<file path="src/verilog/pcb_pkg.sv">
// Shared constants and types for the configuration register and burst
// sequencer of a self-refreshing pseudo-static DRAM.
// Assumes one 20 MHz system clock and an asynchronous active-low reset.
package pcb_pkg;

	// Configuration word layout, most significant field first.
	typedef struct packed {
		logic normal_power;
		logic [2:0] drive_code;
		logic [3:0] reserved_ones;
		logic [3:0] latency_code;
		logic fixed_latency;
		logic legacy_wrap;
		logic [1:0] burst_length;
	} pcb_config_type;

	localparam logic [15:0] PCB_CONFIG_RESET = 16'h8f1f;
	localparam int PCB_CONFIG_WIDTH = 16;

	// Command/address word bit positions.
	localparam int PCB_CA_BYTES = 6;
	localparam int PCB_CA_READ = 47;
	localparam int PCB_CA_REGSPACE = 46;
	localparam int PCB_CA_LINEAR = 45;
	localparam int PCB_CA_UPPER_HI = 44;
	localparam int PCB_CA_UPPER_LO = 16;
	localparam int PCB_CA_LOWER_HI = 2;
	localparam int PCB_CA_REGSEL_HI = 31;
	localparam int PCB_CA_REGSEL_LO = 24;
	localparam int PCB_CA_REGIDX_HI = 7;
	localparam logic [7:0] PCB_REGSEL_CONFIG = 8'h01;
	localparam logic [7:0] PCB_REGIDX_PRIMARY = 8'h00;

	// Latency codes.
	localparam logic [3:0] PCB_LAT_5 = 4'h0;
	localparam logic [3:0] PCB_LAT_6 = 4'h1;
	localparam logic [3:0] PCB_LAT_3 = 4'he;
	localparam logic [3:0] PCB_LAT_4 = 4'hf;

	// Burst length codes.
	localparam logic [1:0] PCB_BL_128 = 2'h0;
	localparam logic [1:0] PCB_BL_64 = 2'h1;
	localparam logic [1:0] PCB_BL_16 = 2'h2;
	localparam logic [1:0] PCB_BL_32 = 2'h3;

	// Word-address span of each group minus one.
	localparam logic [5:0] PCB_MASK_128 = 6'h3f;
	localparam logic [5:0] PCB_MASK_64 = 6'h1f;
	localparam logic [5:0] PCB_MASK_16 = 6'h07;
	localparam logic [5:0] PCB_MASK_32 = 6'h0f;

	// Array word port towards the storage array.
	typedef struct packed {
		logic [31:0] addr;
		logic read_strobe;
		logic write_strobe;
		logic [15:0] wdata;
		logic [1:0] wmask;
	} pcb_array_req_type;

	typedef enum logic [1:0] {
		PCB_PWR_STANDBY,
		PCB_PWR_ACTIVE,
		PCB_PWR_DEEP_DOWN
	} pcb_power_type;

endpackage

</file>
<file path="src/verilog/pcb_sequencer.sv">
// Configuration register and burst address sequencer of the device end of
// an 8-bit double-data-rate command/address/data link.
// Assumes the link clock and pins are asynchronous and slow against clock
// (at least three clock cycles between link edges); the array port and the
// refresh request are on clock.
module pcb_sequencer
	import pcb_pkg::*;
#(
	parameter int ADDR_WIDTH = 22
) (
	input wire logic clock,
	input wire logic resetn,
	input wire logic cs_n,
	input wire logic link_ck,
	input wire logic [7:0] dq_in,
	output logic [7:0] dq_out,
	output logic dq_oe,
	input wire logic read_write_data_strobe_in,
	output logic read_write_data_strobe_out,
	output logic read_write_data_strobe_oe,
	input wire logic refresh_pending,
	input wire logic [15:0] array_rdata,
	output pcb_array_req_type array_req,
	output pcb_config_type config_out,
	output logic [7:0] drive_ohms,
	output logic deep_power_down_state,
	output pcb_power_type power_state
);

	initial begin
		if (ADDR_WIDTH < 7 || ADDR_WIDTH > 32)
			$error("ADDR_WIDTH must lie between 7 and 32");
	end

	typedef enum logic [2:0] {
		PCB_IDLE,
		PCB_CMD,
		PCB_LATENCY,
		PCB_REG_WRITE,
		PCB_DATA,
		PCB_HOLD
	} pcb_state_type;

	function automatic logic [3:0] latency_clocks(input logic [3:0] code);
		unique case (code)
			PCB_LAT_5: latency_clocks = 4'h5;
			PCB_LAT_3: latency_clocks = 4'h3;
			PCB_LAT_4: latency_clocks = 4'h4;
			// Reserved codes fall back to the slowest safe count.
			default: latency_clocks = 4'h6;
		endcase
	endfunction

	function automatic logic [5:0] group_mask(input logic [1:0] code);
		unique case (code)
			PCB_BL_128: group_mask = PCB_MASK_128;
			PCB_BL_64: group_mask = PCB_MASK_64;
			PCB_BL_16: group_mask = PCB_MASK_16;
			PCB_BL_32: group_mask = PCB_MASK_32;
		endcase
	endfunction

	// Three-stage synchronisers; a chip select or link clock change counts once stages
	// two and three agree, so the first stage feeds nothing but the second.
	logic [10:0] sync1_reg, sync2_reg, sync3_reg;
	logic cs_filt_reg, ck_filt_reg;
	always_ff @(posedge clock or negedge resetn) begin
		if (!resetn) begin
			// Link clock resets to its idle low level so that no false edge
			// is seen once reset lets go.
			sync1_reg <= 11'h400;
			sync2_reg <= 11'h400;
			sync3_reg <= 11'h400;
		end else begin
			sync1_reg <= {cs_n, link_ck, read_write_data_strobe_in, dq_in};
			sync2_reg <= sync1_reg;
			sync3_reg <= sync2_reg;
		end
	end

	logic cs_agree, ck_agree, cs_fall, cs_rise, ck_rise, ck_fall, ck_edge;
	logic [7:0] dq_s;
	logic read_write_data_strobe_s;
	assign cs_agree = sync2_reg[10] == sync3_reg[10];
	assign ck_agree = sync2_reg[9] == sync3_reg[9];
	assign cs_fall = cs_agree && cs_filt_reg && !sync3_reg[10];
	assign cs_rise = cs_agree && !cs_filt_reg && sync3_reg[10];
	assign ck_rise = ck_agree && !ck_filt_reg && sync3_reg[9] && !cs_filt_reg;
	assign ck_fall = ck_agree && ck_filt_reg && !sync3_reg[9] && !cs_filt_reg;
	assign ck_edge = ck_rise || ck_fall;
	assign read_write_data_strobe_s = sync3_reg[8];
	assign dq_s = sync3_reg[7:0];

	always_ff @(posedge clock or negedge resetn) begin
		if (!resetn) begin
			cs_filt_reg <= 1'b1;
			ck_filt_reg <= 1'b0;
		end else begin
			if (cs_agree)
				cs_filt_reg <= sync3_reg[10];
			if (ck_agree)
				ck_filt_reg <= sync3_reg[9];
		end
	end

	pcb_state_type state_reg;
	logic [2:0] ca_count_reg;
	logic [47:0] ca_reg;
	logic [47:0] ca_next;
	logic [4:0] lat_count_reg;
	logic double_lat_reg;
	logic dpd_reg;
	logic [15:0] cfg_reg;
	logic [15:0] pend_word_reg;
	logic pend_valid_reg;
	logic byte_lo_reg;
	logic [4:0] lat_total;
	logic is_read, is_reg, is_config, data_edge;
	pcb_config_type cfg;

	assign cfg = pcb_config_type'(cfg_reg);
	assign ca_next = {ca_reg[39:0], dq_s};
	assign is_read = ca_reg[PCB_CA_READ];
	assign is_reg = ca_reg[PCB_CA_REGSPACE];
	assign is_config = ca_reg[PCB_CA_REGSEL_HI:PCB_CA_REGSEL_LO]
		== PCB_REGSEL_CONFIG
		&& ca_reg[PCB_CA_REGIDX_HI:0] == PCB_REGIDX_PRIMARY;
	assign lat_total = double_lat_reg
		? {latency_clocks(cfg.latency_code), 1'b0}
		: {1'b0, latency_clocks(cfg.latency_code)};
	assign data_edge = (state_reg == PCB_DATA && ck_edge)
		|| (state_reg == PCB_LATENCY && ck_rise && lat_count_reg == lat_total);

	// Transaction sequencing.
	always_ff @(posedge clock or negedge resetn) begin
		if (!resetn) begin
			state_reg <= PCB_IDLE;
			ca_count_reg <= 3'h0;
			ca_reg <= 48'h0;
			lat_count_reg <= 5'h0;
			double_lat_reg <= 1'b0;
		end else if (cs_rise) begin
			state_reg <= PCB_IDLE;
		end else begin
			unique case (state_reg)
				PCB_IDLE: begin
					if (cs_fall && !dpd_reg) begin
						state_reg <= PCB_CMD;
						ca_count_reg <= 3'h0;
						lat_count_reg <= 5'h0;
						double_lat_reg <= cfg.fixed_latency || refresh_pending;
					end
				end
				PCB_CMD: begin
					if (ck_edge) begin
						ca_reg <= ca_next;
						ca_count_reg <= ca_count_reg + 3'h1;
						if (ca_count_reg == 3'(PCB_CA_BYTES - 1)) begin
							if (!ca_next[PCB_CA_READ] && ca_next[PCB_CA_REGSPACE])
								state_reg <= PCB_REG_WRITE;
							else
								state_reg <= PCB_LATENCY;
						end
					end
				end
				PCB_LATENCY: begin
					if (data_edge)
						state_reg <= PCB_DATA;
					else if (ck_rise)
						lat_count_reg <= lat_count_reg + 5'h1;
				end
				PCB_REG_WRITE: begin
					if (ck_fall)
						state_reg <= PCB_HOLD;
				end
				PCB_DATA, PCB_HOLD: begin
				end
			endcase
		end
	end

	// Register write capture; the word is committed when chip select rises so
	// the fields only change with the link back in standby.
	always_ff @(posedge clock or negedge resetn) begin
		if (!resetn) begin
			pend_word_reg <= 16'h0;
			pend_valid_reg <= 1'b0;
		end else if (cs_rise || cs_fall) begin
			pend_valid_reg <= 1'b0;
		end else if (state_reg == PCB_REG_WRITE && ck_edge) begin
			if (ck_rise)
				pend_word_reg[15:8] <= dq_s;
			else begin
				pend_word_reg[7:0] <= dq_s;
				pend_valid_reg <= is_config;
			end
		end
	end

	always_ff @(posedge clock or negedge resetn) begin
		if (!resetn) begin
			cfg_reg <= PCB_CONFIG_RESET;
			dpd_reg <= 1'b0;
		end else if (cs_rise && dpd_reg) begin
			// The access that wakes the part leaves the power bit normal.
			dpd_reg <= 1'b0;
			cfg_reg[PCB_CONFIG_WIDTH - 1] <= 1'b1;
		end else if (cs_rise && pend_valid_reg) begin
			cfg_reg <= pend_word_reg;
			dpd_reg <= !pend_word_reg[PCB_CONFIG_WIDTH - 1];
		end
	end

	// Burst address generation.
	logic [ADDR_WIDTH-1:0] addr_reg, addr_mask, addr_base, addr_start;
	logic linear_reg;
	logic [5:0] wrap_left_reg;
	logic [31:0] ca_addr;
	assign ca_addr = {ca_reg[PCB_CA_UPPER_HI:PCB_CA_UPPER_LO],
		ca_reg[PCB_CA_LOWER_HI:0]};
	assign addr_start = ca_addr[ADDR_WIDTH-1:0];
	assign addr_mask = ADDR_WIDTH'(group_mask(cfg.burst_length));
	assign addr_base = addr_reg & ~addr_mask;

	always_ff @(posedge clock or negedge resetn) begin
		if (!resetn) begin
			addr_reg <= '0;
			linear_reg <= 1'b0;
			wrap_left_reg <= 6'h0;
		end else if (state_reg == PCB_CMD && ck_fall
				&& ca_count_reg == 3'(PCB_CA_BYTES - 1)) begin
			addr_reg <= '0;
			linear_reg <= 1'b0;
		end else if (state_reg == PCB_LATENCY && lat_count_reg == 5'h0) begin
			addr_reg <= addr_start;
			linear_reg <= ca_reg[PCB_CA_LINEAR] || is_reg;
			wrap_left_reg <= group_mask(cfg.burst_length);
		end else if (data_edge && byte_lo_reg) begin
			if (linear_reg) begin
				addr_reg <= addr_reg + ADDR_WIDTH'(1);
			end else if (wrap_left_reg == 6'h0 && !cfg.legacy_wrap) begin
				addr_reg <= addr_base + addr_mask + ADDR_WIDTH'(1);
				linear_reg <= 1'b1;
			end else begin
				addr_reg <= addr_base | ((addr_reg + ADDR_WIDTH'(1)) & addr_mask);
				wrap_left_reg <= wrap_left_reg - 6'h1;
			end
		end
	end

	// Data bytes, strobe and array requests.
	logic [15:0] read_word;
	assign read_word = is_reg ? (is_config ? cfg_reg : 16'h0) : array_rdata;

	always_ff @(posedge clock or negedge resetn) begin
		if (!resetn) begin
			byte_lo_reg <= 1'b0;
			dq_out <= 8'h0;
			dq_oe <= 1'b0;
			read_write_data_strobe_out <= 1'b0;
			read_write_data_strobe_oe <= 1'b0;
			array_req <= '0;
		end else begin
			array_req.read_strobe <= 1'b0;
			array_req.write_strobe <= 1'b0;
			if (cs_rise || state_reg == PCB_IDLE) begin
				byte_lo_reg <= 1'b0;
				dq_oe <= 1'b0;
				read_write_data_strobe_oe <= cs_fall && !dpd_reg;
				read_write_data_strobe_out <= cfg.fixed_latency || refresh_pending;
			end else if (state_reg == PCB_CMD && ck_fall
					&& ca_count_reg == 3'(PCB_CA_BYTES - 1)) begin
				read_write_data_strobe_oe <= ca_next[PCB_CA_READ];
				read_write_data_strobe_out <= 1'b0;
			end else if (state_reg == PCB_LATENCY && lat_count_reg == 5'h0
					&& ck_rise && !is_reg) begin
				// One request per frame start, at the first latency rise;
				// repeating it would look like a stuck address to the array.
				array_req.addr <= 32'(addr_start);
				array_req.read_strobe <= is_read;
			end else if (data_edge) begin
				byte_lo_reg <= !byte_lo_reg;
				if (is_read) begin
					dq_oe <= 1'b1;
					dq_out <= byte_lo_reg ? read_word[7:0] : read_word[15:8];
					read_write_data_strobe_out <= !byte_lo_reg;
				end else if (!byte_lo_reg) begin
					array_req.wdata[15:8] <= dq_s;
					array_req.wmask[1] <= read_write_data_strobe_s;
				end else begin
					array_req.wdata[7:0] <= dq_s;
					array_req.wmask[0] <= read_write_data_strobe_s;
					array_req.write_strobe <= !is_reg;
				end
				if (byte_lo_reg && is_read && !is_reg) begin
					array_req.read_strobe <= 1'b1;
					array_req.addr <= 32'(addr_next_word());
				end
			end
		end
	end

	function automatic logic [ADDR_WIDTH-1:0] addr_next_word();
		if (linear_reg)
			addr_next_word = addr_reg + ADDR_WIDTH'(1);
		else if (wrap_left_reg == 6'h0 && !cfg.legacy_wrap)
			addr_next_word = addr_base + addr_mask + ADDR_WIDTH'(1);
		else
			addr_next_word = addr_base
				| ((addr_reg + ADDR_WIDTH'(1)) & addr_mask);
	endfunction

	assign config_out = cfg;
	assign deep_power_down_state = dpd_reg;

	always_comb begin
		unique case (cfg.drive_code)
			3'h1: drive_ohms = 8'h73;
			3'h2: drive_ohms = 8'h43;
			3'h3: drive_ohms = 8'h2e;
			3'h5: drive_ohms = 8'h1b;
			3'h6: drive_ohms = 8'h16;
			3'h7: drive_ohms = 8'h13;
			default: drive_ohms = 8'h22;
		endcase
	end

	always_comb begin
		if (dpd_reg)
			power_state = PCB_PWR_DEEP_DOWN;
		else if (state_reg == PCB_IDLE)
			power_state = PCB_PWR_STANDBY;
		else
			power_state = PCB_PWR_ACTIVE;
	end

endmodule
</file>
<file path="config.mk">
export PLATFORM = sky130hd
export DESIGN_NAME = pcb_sequencer
export DESIGN_NICKNAME = d
export VERILOG_FILES = /design/src/verilog/pcb_pkg.sv /design/src/verilog/pcb_sequencer.sv
export SDC_FILE = /design/constraint.sdc
export NUM_CORES = 1
export LEC_CHECK = 0
export BUFFER_PORTS_ARGS = -buffer_cell sky130_fd_sc_hd__buf_2
export CAP_MARGIN = 20
export CORE_MARGIN = 4
export CORE_UTILIZATION = 54
export CTS_CLUSTER_DIAMETER = 30
export DETAILED_ROUTE_END_ITERATION = 8
export PLACE_DENSITY = 0.75
export SLEW_MARGIN = 5
export SYNTH_ARGS = -nofsm -noshare
export SYNTH_HDL_FRONTEND = slang
export SYNTH_SLANG_ARGS = --single-unit
</file>
<file path="constraint.sdc">
create_clock -name clock -period 5.72 [get_ports clock]
set_input_delay 0.858 -clock clock [delete_from_list [all_inputs] [get_ports clock]]
set_output_delay 0.858 -clock clock [all_outputs]
set_load 0.1 [all_outputs]
</file>
# Word-level counts from Yosys, hierarchy flattened
# Cells that the tools add are included.
# classes
n_bitwise	13
n_addsub	6
reduce_logical	81
eq_ne	35
mux	73
# ops
op	count
$mux W22	5
$mux W33	2
$mux W52	1
$mux W16	3
$add A22 B1 Y22 const B	2
$pmux W7 S6	1
$mux W20	2
$mux W19	2
$mux W1	32
$logic_and A1 B1 Y1	28
$mux W3	8
$mux W6	4
$mux W8	3
$pmux W6 S4	1
$add A22 B6 Y22	1
$and A22 B22 Y22	1
$and A22 B6 Y22	1
$not A6 Y22	1
$or A22 B22 Y22	1
$mux W5	4
$reduce_bool A2 Y1	10
$reduce_and A3 Y1	6
$reduce_and A6 Y1	3
$reduce_and A4 Y1	4
34 further kinds	82
# word_totals
wordCells	239
regBits	222
output_inout_bits	90
inputBits	30

# Depth between registers and ports, before layout
# Gate-level depths: netlist of run 1.
# depth
ltp_word	13
mapped_depth	12
depth_no_buf	10

# Least setup slack after synthesis of run 1
# No wires, ideal clock.
# synth_path
path_type	register to output
startpoint	reg cfg_reg[12], in the netlist config_out[12]
endpoint	out drive_ohms[3]
setup_slack_ns	1.368
stages_incl_launch_ff	3
t_required_ns	4.862
t_arrival_ns	3.494
path_buffers	1
cell_sequence	dfrtp_1 clkbuf_1 a21boi_0
# synth_via
elab_chain_cells	2
word_cells_on_any_way	7
classes_between	6 x eq/ne; 1 x mux
# synth_rtl
item	line	rtl
start, declared	pcb_sequencer.sv:113	logic [15:0] cfg_reg;
start signal, assigned	pcb_sequencer.sv:209	cfg_reg <= pend_word_reg;
$eq A3 B3 Y1 (tied with other cells)	pcb_sequencer.sv:317	unique case (cfg.drive_code)
$pmux W7 S6 (*)	pcb_sequencer.sv:317	
end, declared	pcb_sequencer.sv:25	output logic [7:0] drive_ohms,
# Mark *: on every way between the ends. The rest lies on a longest branch, timed or not.

# Worst setup path after layout of run 1
# layout_path
startpoint	reg state_reg[1]
endpoint	reg array_req[26] (netlist name)
# layout_via
elab_chain_cells	6
word_cells_on_any_way	20
classes_between	3 x eq/ne; 1 x mux; 2 x bitwise; 14 x reduce/logical
# layout_rtl
item	line	rtl
start, declared	pcb_sequencer.sv:106	pcb_state_type state_reg;
start signal, assigned	pcb_sequencer.sv:137	state_reg <= PCB_IDLE;
start signal, assigned	pcb_sequencer.sv:143	state_reg <= PCB_IDLE;
start signal, assigned	pcb_sequencer.sv:148	state_reg <= PCB_CMD;
$eq A3 B2 Y1	pcb_sequencer.sv:132, pcb_sequencer.sv:275	
$logic_and A1 B1 Y1, on equally long branches	pcb_sequencer.sv:275, pcb_sequencer.sv:132	
$logic_and A1 B1 Y1, on equally long branches	pcb_sequencer.sv:276, pcb_sequencer.sv:132	
$logic_and A1 B1 Y1 / $logic_or A1 B1 Y1 (equally long branches)	pcb_sequencer.sv:276, pcb_sequencer.sv:132	
$reduce_bool A2 Y1 (no line)	n/a	
$reduce_and A4 Y1 (no line)	n/a	
end, declared	pcb_sequencer.sv:23	output pcb_array_req_type array_req,
# Parallel ways exist; a longest one is shown, timed or not.
# A chain may end at the register's enable or synchronous reset.

==> results of run 1 <==
==> path summary, 6_finish.rpt <==
| kind | cells past startpoint | start | end | slack (ps) |
|---|---|---|---|---|
| min reg2reg | 0 | sync2_reg[1] | sync3_reg[1] | 340 |
| min in group asynchronous | 1 | resetn | ca_reg[46] | 470 |
| min | 0 | sync2_reg[1] | sync3_reg[1] | 340 |
| max | 7 | state_reg[1] | array_req[26] | 1690 |
| max in group asynchronous | 2 | resetn | addr_reg[15] | 4310 |
| max reg2reg | 7 | state_reg[1] | array_req[26] | 1690 |
==> power by group <==
part           switching, mW  internal, mW  total (mW)
Sequential             0.362          1.73        2.10
Clock                  0.843          1.52        2.36
Combinational          0.699         0.395        1.09
Total                   1.90          3.65        5.55
==> through the flow <==
step           cell area, um^2  utilization (%)  power (mW)  hold WS, ps  setup slack [ps]
2_1_floorplan            10100                -        2.86          331              1370
3_3_place_gp             10700             58.6        3.13          332              1820
3_5_place_dp             10700             58.6        3.17          335              1730
4_1_cts                  12100             66.3        5.57          346              1720
5_1_grt                  12100             66.4        5.80          357              1360
6_report                 12100             66.4        5.55          344              1690
==> layer usage <==
| metal | global-route usage, % | vias to the layer above | part of all wire, % |
|---|---|---|---|
| met3 | 5.78 | 47 | 6.4 |
| li1 | - | 3637 | - |
| met1 | 34.0 | 3973 | 42 |
| met4 | 7.56 | 0 | 2.4 |
| met2 | 42.0 | 315 | 49 |
| met5 | 0 | - | 0 |
==> cell type report <==
cell class | instances | area share, %
multi-input cells | 657 | 37.7
clock buffers | 49 | 9.24
inverters | 15 | 0.466
flip-flops and latches | 205 | 42.6
clock inverters | 28 | 2.37
well taps | 229 | 2.37
repair buffers | 118 | 5.27
==> worst reg2reg max path, stage by stage, from the launching register on <==
cell and delay [ps]:
dfrtp_1 660, nor4b_2 430, nand3_1 120, buf_4 280, or3_1 560, a21oi_2 880, and2_1 770, a31oi_1 180
==> synthesized netlist by cell type (all sizes together), types with 10 or more instances <==
library cell,number
mux2,111
dfrtp,191
buf,39
and3,10
dfstp,14
nand4,27
nor2,39
xnor2,11
o21ai,28
nand2b,10
clkbuf,42
xor2,13
nor3,21
a31oi,28
nand3,25
inv,15
nand2,120
a21oi,39
nor4,11
mux2i,12
o211ai,25
==> cells by family after synthesis <==
kind of cell             synth area share [%]
AND/OR/NAND/NOR                          15.4
flip-flops                               51.0
AO/OA/AOI/OAI                            12.6
multiplexers                             13.6
buffers and inverters                    4.35
XOR/XNOR                                 2.08
adder cells (fa/ha/maj)                 0.966
other                                  0.0743
==> run summary, run 1 <==
The run finished with clean final reports. The DRC marker count from the first detailed-route iteration is 682. The largest net degree at the start of global routing came out at approximately 130. The slew of the pin with the lowest slew margin came out at 1050 ps.

The effective utilization at floorplan came out at between 50% and 60%. The region available for standard cell placement spans about 0.018 mm^2. The sequential fraction of the synthesis area is roughly half. For this run, the total global-route usage over all layers was measured as about 25%.

In this run, placement finished with an instance count of between 1000 and 1500. The number of buffers inserted by hold repair at cts is 0. The clock buffer count from CTS came out at 42.

The share of the cycle needed by the critical path after routing came out at between 70% and 80%. In this run the deepest clock path goes through 3 buffers. In the layout the commonest cells are 190 x dfrtp_1, 120 x nand2_1, 111 x mux2_2. The number of antenna-violating nets in the routed design came out at 0.

The clock tree from TritonCTS is built. The leading area contributor after synthesis is dfrtp_1. The multi-input combinational cells in the finished layout cover a total of approximately 0.0046 mm^2. By area the synthesized netlist is led by dfrtp_1 47%, mux2_2 12%, nand2_1 4.5%, dfstp_2 3.6%, a21oi_1 1.9%. The number of fillers in the final layout is around 1400. The main flop type after synthesis is dfrtp_1. The global route total overflow came out at 0. The type of the worst setup path is flop to flop. Setup repair after global routing left no endpoint under its margin. The share of cells above drive strength 1 came out at between 30% and 40%.

The maximum clock frequency came out at 248 MHz. For this block, the via count after detailed routing is approximately 8000. A synthesized cell averages around 11 um^2. The area share of the largest cell type after synthesis came out at a little under half. The number of flip-flops under the largest register name is 42.

The number of endpoints failing setup at the final stage came out at 0. The clock-pin slew on the worst setup and hold paths is roughly 50 ps. The tool flagged a number of max-cap violations equal to 0. The non-filler instance count after layout is 1301. The final total negative setup slack came out at 0 ps.

The worst hold path belongs to the class flop to flop. The slowest stage of the critical path is the a21oi_2 cell. The via density per instance is a little over 6. The total number of clock tree sinks came out at slightly above 200. During synthesis, Yosys emitted a total of 0 warnings. The wire length of the first global-routing pass came out at roughly 42 mm. For this run, asynchronously set or reset flops after synthesis account for 100%. The time the worst path needs with I/O delays and setup came out at around 4000 ps. The root buffer cell chosen for the clock tree is clkbuf_16. The power density relative to cell area is around 460 mW/mm^2. The synthesized netlist cell count came out at 948.

120 I/O pins were placed. Wires add up to between 20 and 30 mm. The total count of hold-check failures in the final report came out at 0. 0 antenna diodes ended up in the layout. VDD sags by at most 0.391 mV. The number of enable flip-flop cells after synthesis came out at 0. For this run, design rule violations remaining after detail routing come to 0. The critical path arrival came out at between 4000 and 5000 ps. The net count reported at finish came out at roughly 1100. The number of register bits inferred by synthesis is a little over 200.

The count of buffers from port buffering is about 110. The critical path goes through nor4b_2 -> nand3_1 -> buf_4 -> or3_1 -> a21oi_2 -> and2_1 -> a31oi_1. The die extent in x is ~140 um. The initial antenna violation count is 0. On the final layout, the worst clock skew is ~27 ps. The gate family responsible for the most delay along the worst path is simple AND/OR/NAND/NOR gates.

The nature of the critical path endpoint is a flop. The data required time of the critical path came out at just over 6000 ps. The count of instances resized after the clock tree is built came out at 0. Leaving out fill and tap cells, the most frequent cell in the layout is dfrtp_1. The H-tree depth came out at 2. The number of core rows is around 50. Together, buffers and inverters on the worst path number 1. The area growth from synthesis to layout is 19.6%. The number of global-route vias before repair was approximately 7800.

The final weighted congestion in routability-driven placement came out at 0.943. The number of pins with negative max-slew slack in the final report is 0. The headroom to the max-slew limit is between 30% and 40%. The vertical die dimension is about 140 um. The total iterations of the first detailed-routing run came out at 5. Of all nets on the critical path, the largest fanout is 35. The die covers between 0.02 and 0.025 mm^2. The later pin in the worst-skew pair is clocked with a latency of 530 ps. The number of distinct library cells after synthesis came out at 73.

The summed instance area of the synthesized netlist is about 0.010 mm^2. The post-CTS setup repair buffer count is 0. The area taken by flip-flops and latches came out at 0.00515 mm^2.

STA classifies the critical path startpoint as a flop. The analysis attributes to cell leakage a power of ~5.4 nW. The average routed wire per standard cell came out at roughly 20 um. The maximum cell stage delay along the critical path is 880 ps.

The half-perimeter wire length after placement is between 15 and 20 mm.
Note: power is estimated with default switching activity, not from simulation.
==> run 2, diff against run 1 <==
==> constraint.sdc (replaced) <==
create_clock -name clock -period 4.08 [get_ports clock]
set_input_delay 0.612 -clock clock [delete_from_list [all_inputs] [get_ports clock]]
set_output_delay 0.612 -clock clock [all_outputs]
set_load 0.1 [all_outputs]
==> run 2 against run 1 <==
  * Clock skew decreased by 4.0 ps
  * Clock-buffer cell count increased by 1
  * Design area increased by 0.40%
  * Combinational power increased by 39%
  * Sequential cell count unchanged
  * Non-clock buffer count increased by 6
  * Power increased by 40%
  * Via count about the same
  * First-iteration DRC count increased by 6.3%
  * Core utilization increased by 0.27 points
  * Worst hold slack got worse by 160 ps
  * Setup slack got worse by 890 ps
==> run summary, run 2 (same netlist as run 1, synthesis figures left out) <==
The library cells used most frequently in the layout, excluding fill and tap cells, are 190 x dfrtp_1, 120 x nand2_1, 111 x mux2_2. The count of instances resized after the clock tree is built is 0 (unchanged). In this run the clock root is driven by a clkbuf_16.

Setup repair after global routing left no endpoint under its margin. The wire length of the first global-routing pass came to 41.8 mm (-0.85%). The count of buffers from port buffering is 107 (unchanged). The total routing resource utilization after global routing came to 25.1% (-0.39 points). The number of flip-flops under the largest register name was 42 (unchanged). The startpoint identified for the worst register-to-register timing path is state_reg[1].

The critical path startpoint category is a flop. The switching part of the total power is 33.7% (-0.61 points). The number of fillers in the final layout is 1374 (+0.81%). The headroom to the max-slew limit is 30.8% (+0.78 points).

The number of endpoints failing setup at the final stage came out at 0 (unchanged). The end-of-flow core utilization came out at 66.6% (+0.27 points). The maximum number of buffers from clock root to sink is 3 (unchanged). The final weighted congestion in routability-driven placement came out at 0.878 (-6.9%). The clock buffer count from CTS is 41 (-2.4%). The half-perimeter wire length after placement is 16.6 mm (+0.25%). The time the worst path needs with I/O delays and setup is 3280 ps (-750 ps). The global routing stage identified its most utilized layer as met2. The global routing met3 resource utilization came out at 4.63% (-1.2 points).

The number of global-route vias before repair is 7881 (+0.81%). The later-pin clock latency in the skew report is 530 ps (about the same). Leaving out fill and tap cells, the most frequent cell in the layout is dfrtp_1. The die footprint came out at 0.0210 mm^2 (unchanged). The initial antenna violation count came out at 0 (unchanged). The switching component of the power was 2.62 mW (+38%). The number of core rows is 49 (unchanged). The largest fanout on the critical path came out at 19 (-46%). The maximum clock frequency came out at 305 MHz (+23%). The net count reported at finish was 1081 (+0.46%). The final total negative setup slack is 0 ps (unchanged).

The DRC marker count from the first detailed-route iteration was 725 (+6.3%). The peak supply drop is 0.660 mV (+69%). The power density relative to cell area is 641 mW/mm^2 (+40%). The post-detailed-route DRC marker count came out at 0 (unchanged).

The die extent in x came out at 145 um (unchanged). The number of buffers inserted by hold repair at cts was 0 (unchanged). The total number of clock tree sinks came out at 205 (unchanged).

The total number of vias came out at 7979 (+0.088%). The non-filler instance count after layout is 1306 (+0.38%). The number of pins with negative max-slew slack in the final report came out at 0 (unchanged). The number of antenna-violating nets in the routed design is 0 (unchanged).

The total leakage power came out at 5.42 nW (+0.35%). The critical path arrival is 3690 ps (-690 ps). The met2 track demand over resource in global routing is 39.0% (-3.0 points).

The signal on the critical path passes through nor4b_2 -> o2111ai_1 -> a211oi_1 -> a21oi_1 -> nor4_4 -> mux2_2. The max-capacitance violation count came out at 0 (unchanged). The vertical die dimension came out at 145 um (unchanged). The run finished with clean final reports. The maximum cell stage delay along the critical path is 680 ps (-200 ps).

Following the worst setup path forward leads to its endpoint at dq_out[0]. Compared with the post-synthesis result, the final layout area differs by 20.1%. The worst-case register-to-register setup slack came to 800 ps (-890 ps). The setup path with the least slack is of type flop to flop. The area taken by flip-flops and latches is 0.00515 mm^2 (unchanged).

The data required time of the critical path came out at 4480 ps (-1590 ps). The launching instance or port of the critical path is state_reg[1]. The multi-input combinational cell area came out at 0.00455 mm^2 (unchanged). The slew of the pin with the lowest slew margin came out at 1040 ps (-11.7 ps).

The clock-pin slew on the worst setup and hold paths came out at 50 ps (about the same). The share of total power in sequential cells was 37.8% (about the same). The combinational share of power came out at 19.6% (about the same). The average routed wire per standard cell was 19.7 um (-2.5%).

The H-tree depth came out at 2 (unchanged). The clock tree from TritonCTS is built. The share of cells above drive strength 1 came out at 31.8% (+0.22 points). The setup clock skew after layout is 22.6 ps (-3.97 ps).

The total count of hold-check failures in the final report is 0 (unchanged). The wire length reported by the detailed router was 25.7 mm (-2.2%). The cell-internal power is 5.16 mW (+41%). The share of the cycle needed by the critical path after routing came out at 80.5% (+10 points). The effective utilization at floorplan came out at 55.5% (unchanged). The worst register-to-register path ends at dq_out[0].

The via density per instance is 6.11 (-0.30%). The number of antenna diodes came out at 0 (unchanged). The worst hold-check path type is input port to flop. The total iterations of the first detailed-routing run is 6 (+1). The post-CTS setup repair buffer count is 0 (unchanged). The global route total overflow came out at 0 (unchanged). The library cell contributing the largest single delay on the critical path is dfrtp_1.

The nature of the critical path endpoint is a flop. The area of the core is 0.0182 mm^2 (unchanged). The largest net degree at the start of global routing came to 116 (-8.7%). The met1 track utilization from global routing came out at 35.5% (+1.5 points). The boundary pin count is 120 (unchanged). The number of placed cells counting well taps came out at 1230 (+0.57%). The clock network fraction of total power came to 42.6% (about the same). The worst reg-to-reg path cell count came to 6 (-1).
## run 2: cell count changes in the layout (fill, tap and decap cells not counted)
cell / change
inv_8: -3
a21boi_0: -1
clkinv_4: +1
buf_2: -1
clkinvlp_4: +2
clkbuf_1: +1
inv_6: -2
buf_4: +7
clkinv_2: -1
a21boi_1: +1
bufinv_16: +1
## run 2: critical path, delay by kind of cell, from the launching register on
family          cells  cell delay (ps)
mux                 1              410
simple gates        2             1090
flops               1              680
compound gates      3             1000
## run 2: worst min-delay path by stage
stage                  from            end  slack [ps]  cells after the start
2_1_floorplan        resetn    addr_reg[0]         320                      0
3_3_place_gp   sync2_reg[2]   sync3_reg[2]         330                      0
3_5_place_dp   sync2_reg[6]   sync3_reg[6]         330                      0
4_1_cts            dq_in[2]   sync1_reg[2]         180                      1
5_1_grt            dq_in[2]   sync1_reg[2]         180                      1
6_report               cs_n  sync1_reg[10]         190                      1
## run 2: stage by stage
stage | hold WS [ps] | total power, mW | setup WS (ps) | instance area [um^2]
2_1_floorplan | 316 | 4.01 | 580 | 10100
3_3_place_gp | 332 | 4.40 | 1070 | 10700
3_5_place_dp | 335 | 4.45 | 895 | 10700
4_1_cts | 176 | 7.81 | 891 | 12100
5_1_grt | 178 | 8.12 | 660 | 12100
6_report | 188 | 7.78 | 796 | 12100
## run 2: final cells by class
cell class | count | share of cell area, %
Clock buffer | 50 | 9.24
Sequential cell | 205 | 42.4
Tap cell | 229 | 2.36
Multi-Input combinational cell | 657 | 37.5
Clock inverter | 26 | 2.34
Inverter | 15 | 0.464
Timing Repair Buffer | 124 | 5.64
## run 2: per-layer routing
layer  routed length [um]  vias up
li1                     -     3632
met1                11300     3945
met2                12100      344
met3                 1640       58
met4                  728        0
met5                    0        -
## run 2: power by group through the flow
stage | Sequential, mW | Clock [mW] | Combinational, mW
after floorplan | 2.93 | 0 | 1.08
after global placement | 2.93 | 0 | 1.47
after detailed placement | 2.94 | 0 | 1.50
after CTS | 2.92 | 3.36 | 1.53
after global routing | 3.00 | 3.46 | 1.66
final | 2.94 | 3.32 | 1.52
==> run 3, diff against run 2 <==
--- a/config.mk
+++ b/config.mk
@@ -8,10 +8,10 @@
 export BUFFER_PORTS_ARGS = -buffer_cell sky130_fd_sc_hd__buf_2
 export CAP_MARGIN = 20
 export CORE_MARGIN = 4
-export CORE_UTILIZATION = 54
+export CORE_UTILIZATION = 53
 export CTS_CLUSTER_DIAMETER = 30
 export DETAILED_ROUTE_END_ITERATION = 8
-export PLACE_DENSITY = 0.75
+export PLACE_DENSITY = 0.77
 export SLEW_MARGIN = 5
 export SYNTH_ARGS = -nofsm -noshare
 export SYNTH_HDL_FRONTEND = slang
==> constraint.sdc (replaced) <==
create_clock -name clock -period 2.8 [get_ports clock]
set_input_delay 0.42 -clock clock [delete_from_list [all_inputs] [get_ports clock]]
set_output_delay 0.42 -clock clock [all_outputs]
set_load 0.1 [all_outputs]
==> run 3 against run 2 <==
  * Sequential share of layout area is 1.7 points lower
  * Via count increased by 3.8%
  * Core utilization grew 1.1 points
  * Maximum frequency increased by 23%
  * Wire length up 6.3%
  * Sequential cell count unchanged
  * Design area is 4.4% higher
  * Clock skew fell by 4.6 ps
  * Global-route usage is 0.54 points higher
  * Combinational power grew 63%
  * Critical path type unchanged
  * Largest cell class unchanged
==> run summary, run 3 (same netlist as run 1, synthesis figures left out) <==
The run finished with clean final reports. The vertical die dimension is 146 um (+0.89%). The net count reported at finish came out at 1120 (+3.6%). The setup slack of the critical path after layout came out at 124 ps (-672 ps). The root buffer cell is clkbuf_16. The combinational share of power came to 20.9% (+1.3 points). The number of core rows came to 50 (+2.0%). The global route total overflow came out at 0 (unchanged).

The time the worst path needs with I/O delays and setup is 2680 ps (-608 ps). The total number of clock tree sinks is 205 (unchanged). The wire length reported by the detailed router was 27.4 mm (+6.3%).

The type of the worst setup path is flop to flop. Among the stages of the critical path, the cell type that occurs most often is buf_4. The die footprint came out at 0.0213 mm^2 (+1.8%).

STA classifies the critical path endpoint as a flop. The via density per instance is 6.14 (+0.43%). Setup repair after global routing could not meet its margin everywhere.

The peak supply drop is 0.802 mV (+21%). The number of antenna-violating nets in the routed design is 0 (unchanged). The DRC marker count from the first detailed-route iteration is 654 (-9.8%). The total number of vias came out at 8283 (+3.8%). The sum of buffers and inverters on the critical path came out at 2 (+2). The number of endpoints failing setup at the final stage came out at 0 (unchanged). In the layout the commonest cells are 187 x dfrtp_1, 120 x nand2_1, 111 x mux2_2.

The total leakage power is 5.69 nW (+5.0%). The boundary pin count came out at 120 (unchanged). The largest net degree at the start of global routing is 66 (-43%).

The effective utilization at floorplan is 54.0% (-1.5 points). The number of antenna diodes came out at 0 (unchanged). The maximum clock frequency came out at 374 MHz (+23%).

The post-synthesis to final-layout area growth is 25.4%. On the critical path, the stage with the largest delay is an instance of dfrtp_4. The die extent in x is 146 um (+0.89%).

The max-capacitance violation count came out at 0 (unchanged). The clock tree from TritonCTS is built. The non-filler instance count after layout came out at 1350 (+3.4%). The end-of-flow core utilization is 67.7% (+1.1 points).

The headroom to the max-slew limit came out at 46.9% (+16 points). The H-tree depth came out at 2 (unchanged). The library cell used most frequently in the layout, excluding fill and tap cells, is dfrtp_1. The initial antenna violation count is 0 (unchanged). The switching component of the power was 3.86 mW (+47%). The standard cell area after detailed placement came out at 0.0110 mm^2 (+2.7%).

The clock-pin slew on the worst setup and hold paths came out at 50 ps (about the same). The number of global-route vias before repair came to 8595 (+9.1%). The share of cells above drive strength 1 came out at 34.1% (+2.3 points). The wire length of the first global-routing pass is 44.6 mm (+6.7%). The clock network fraction of total power came out at 43.8% (+1.2 points). The share of the cycle needed by the critical path after routing came to 95.6% (+15 points).

The number of fillers in the final layout is 1298 (-5.5%). The number of flip-flops under the largest register name came out at 42 (unchanged). The setup clock skew after layout came to 18.0 ps (-4.64 ps).

The power after layout came out at 11.9 mW (+52%). The critical path arrival is 3070 ps (-620 ps). The area taken by flip-flops and latches came to 0.00516 mm^2 (+0.24%).

The largest fanout on the critical path is 11 (-8). The multi-input combinational cell area came out at 0.00459 mm^2 (+0.82%). The maximum cell stage delay along the critical path came out at 530 ps (-150 ps). On the critical path the largest part of the delay comes from compound AO/OA/AOI/OAI gates. The share of total power in sequential cells is 35.3% (-2.5 points). The sink of the worst hold path is double_lat_reg. The switching part of the total power came out at 32.6% (-1.1 points). The number of pins with negative max-slew slack in the final report is 0 (unchanged). The clock buffer count from CTS came out at 41 (unchanged). The area of all placed cells without fillers is 0.0127 mm^2 (+4.4%). The worst setup slack after placement is -293 ps (-1190 ps). The number of cells on the worst hold path is 3 (+2). The worst register-to-register path begins at config_out[7]. The power density relative to cell area is 937 mW/mm^2 (+46%). The half-perimeter wire length after placement is 17.6 mm (+6.4%). The total routing resource utilization after global routing was 25.6% (+0.54 points). The total count of hold-check failures in the final report came out at 0 (unchanged). The data required time of the critical path is 3190 ps (-1290 ps). The final total negative setup slack is 0 ps (unchanged). The later-pin clock latency in the skew report came to 520 ps (about the same).

The number of placed cells counting well taps is 1262 (+2.6%). In this run the critical register-to-register path is captured at dq_out[1]. The final weighted congestion in routability-driven placement came out at 0.910 (+3.7%). The critical path startpoint category is a flop.

The worst reg-to-reg path cell count is 9 (+3). The total iterations of the first detailed-routing run came out at 5 (-1). The post-detailed-route DRC marker count is 0 (unchanged). The average routed wire per standard cell is 20.3 um (+2.8%). The count of buffers from port buffering is 107 (unchanged).

The worst-case register-to-register setup slack is 120 ps (-670 ps). The area of the core is 0.0187 mm^2 (+2.7%). The cell-internal power came out at 8.00 mW (+55%). The slew of the pin with the lowest slew margin is 795 ps (-243 ps). The final hold slack was 233 ps (+45.4 ps). The signal on the critical path passes through nor3_2 -> o21ai_1 -> a311o_1 -> a211oi_2 -> a21oi_1 -> buf_4 -> nor4_4 -> buf_4 -> mux2_2. The path class of the tightest hold or removal check is input port to flop. The worst hold path begins at refresh_pending. The maximum number of buffers from clock root to sink is 3 (unchanged).
-- run 3: what timing repair did --
item,in CTS,in global routing
buffers inserted,0,0
setup endpoints to repair,16,29
hold buffers,12,0
gates resized for setup,1,7
hold endpoints to repair,70,0
pin swaps,0,2
-- run 3: layer usage --
layer / wire length (um) / track usage [%] / share of wire (%) / vias to the layer above
met1: 11100 / 32.6 / 41 / 4107
met5: 0 / 0 / 0 / -
li1: - / - / - / 3713
met4: 1040 / 11.7 / 3.8 / 0
met2: 13100 / 42.2 / 48 / 371
met3: 2100 / 5.74 / 7.7 / 92
-- run 3: worst min-delay path: stages --
cell and delay [ps]:
buf_2 70, nor2_1 60, a21oi_1 150
-- run 3: power groups by stage --
stage | combinational, mW | sequential, mW | clock, mW
6_report | 2.48 | 4.19 | 5.19
5_1_grt | 2.68 | 4.26 | 5.41
4_1_cts | 2.45 | 4.17 | 5.23
3_5_place_dp | 2.41 | 4.19 | 0
3_3_place_gp | 2.33 | 4.16 | 0
2_1_floorplan | 1.58 | 4.27 | 0
-- run 3: how the worst max path moves through the flow --
stage | endpoint | slack, ps | start | cells after the start
2_1_floorplan | drive_ohms[3] | -440 | config_out[12] | 2
3_5_place_dp | addr_reg[19] | -290 | config_out[7] | 7
4_1_cts | dq_out[1] | 40 | config_out[7] | 9
6_report | dq_out[1] | 120 | config_out[7] | 9
5_1_grt | addr_reg[15] | -5 | config_out[0] | 10
3_3_place_gp | addr_reg[18] | -100 | config_out[7] | 7
-- run 3: area by class of cell --
| class | count | share of cell area (%) |
|---|---|---|
| clock inverters | 20 | 2.43 |
| multi-input cells | 657 | 36.2 |
| repair buffers | 163 | 8.40 |
| clock buffers | 56 | 9.42 |
| well taps | 234 | 2.31 |
| inverters | 15 | 0.444 |
| flip-flops and latches | 205 | 40.7 |
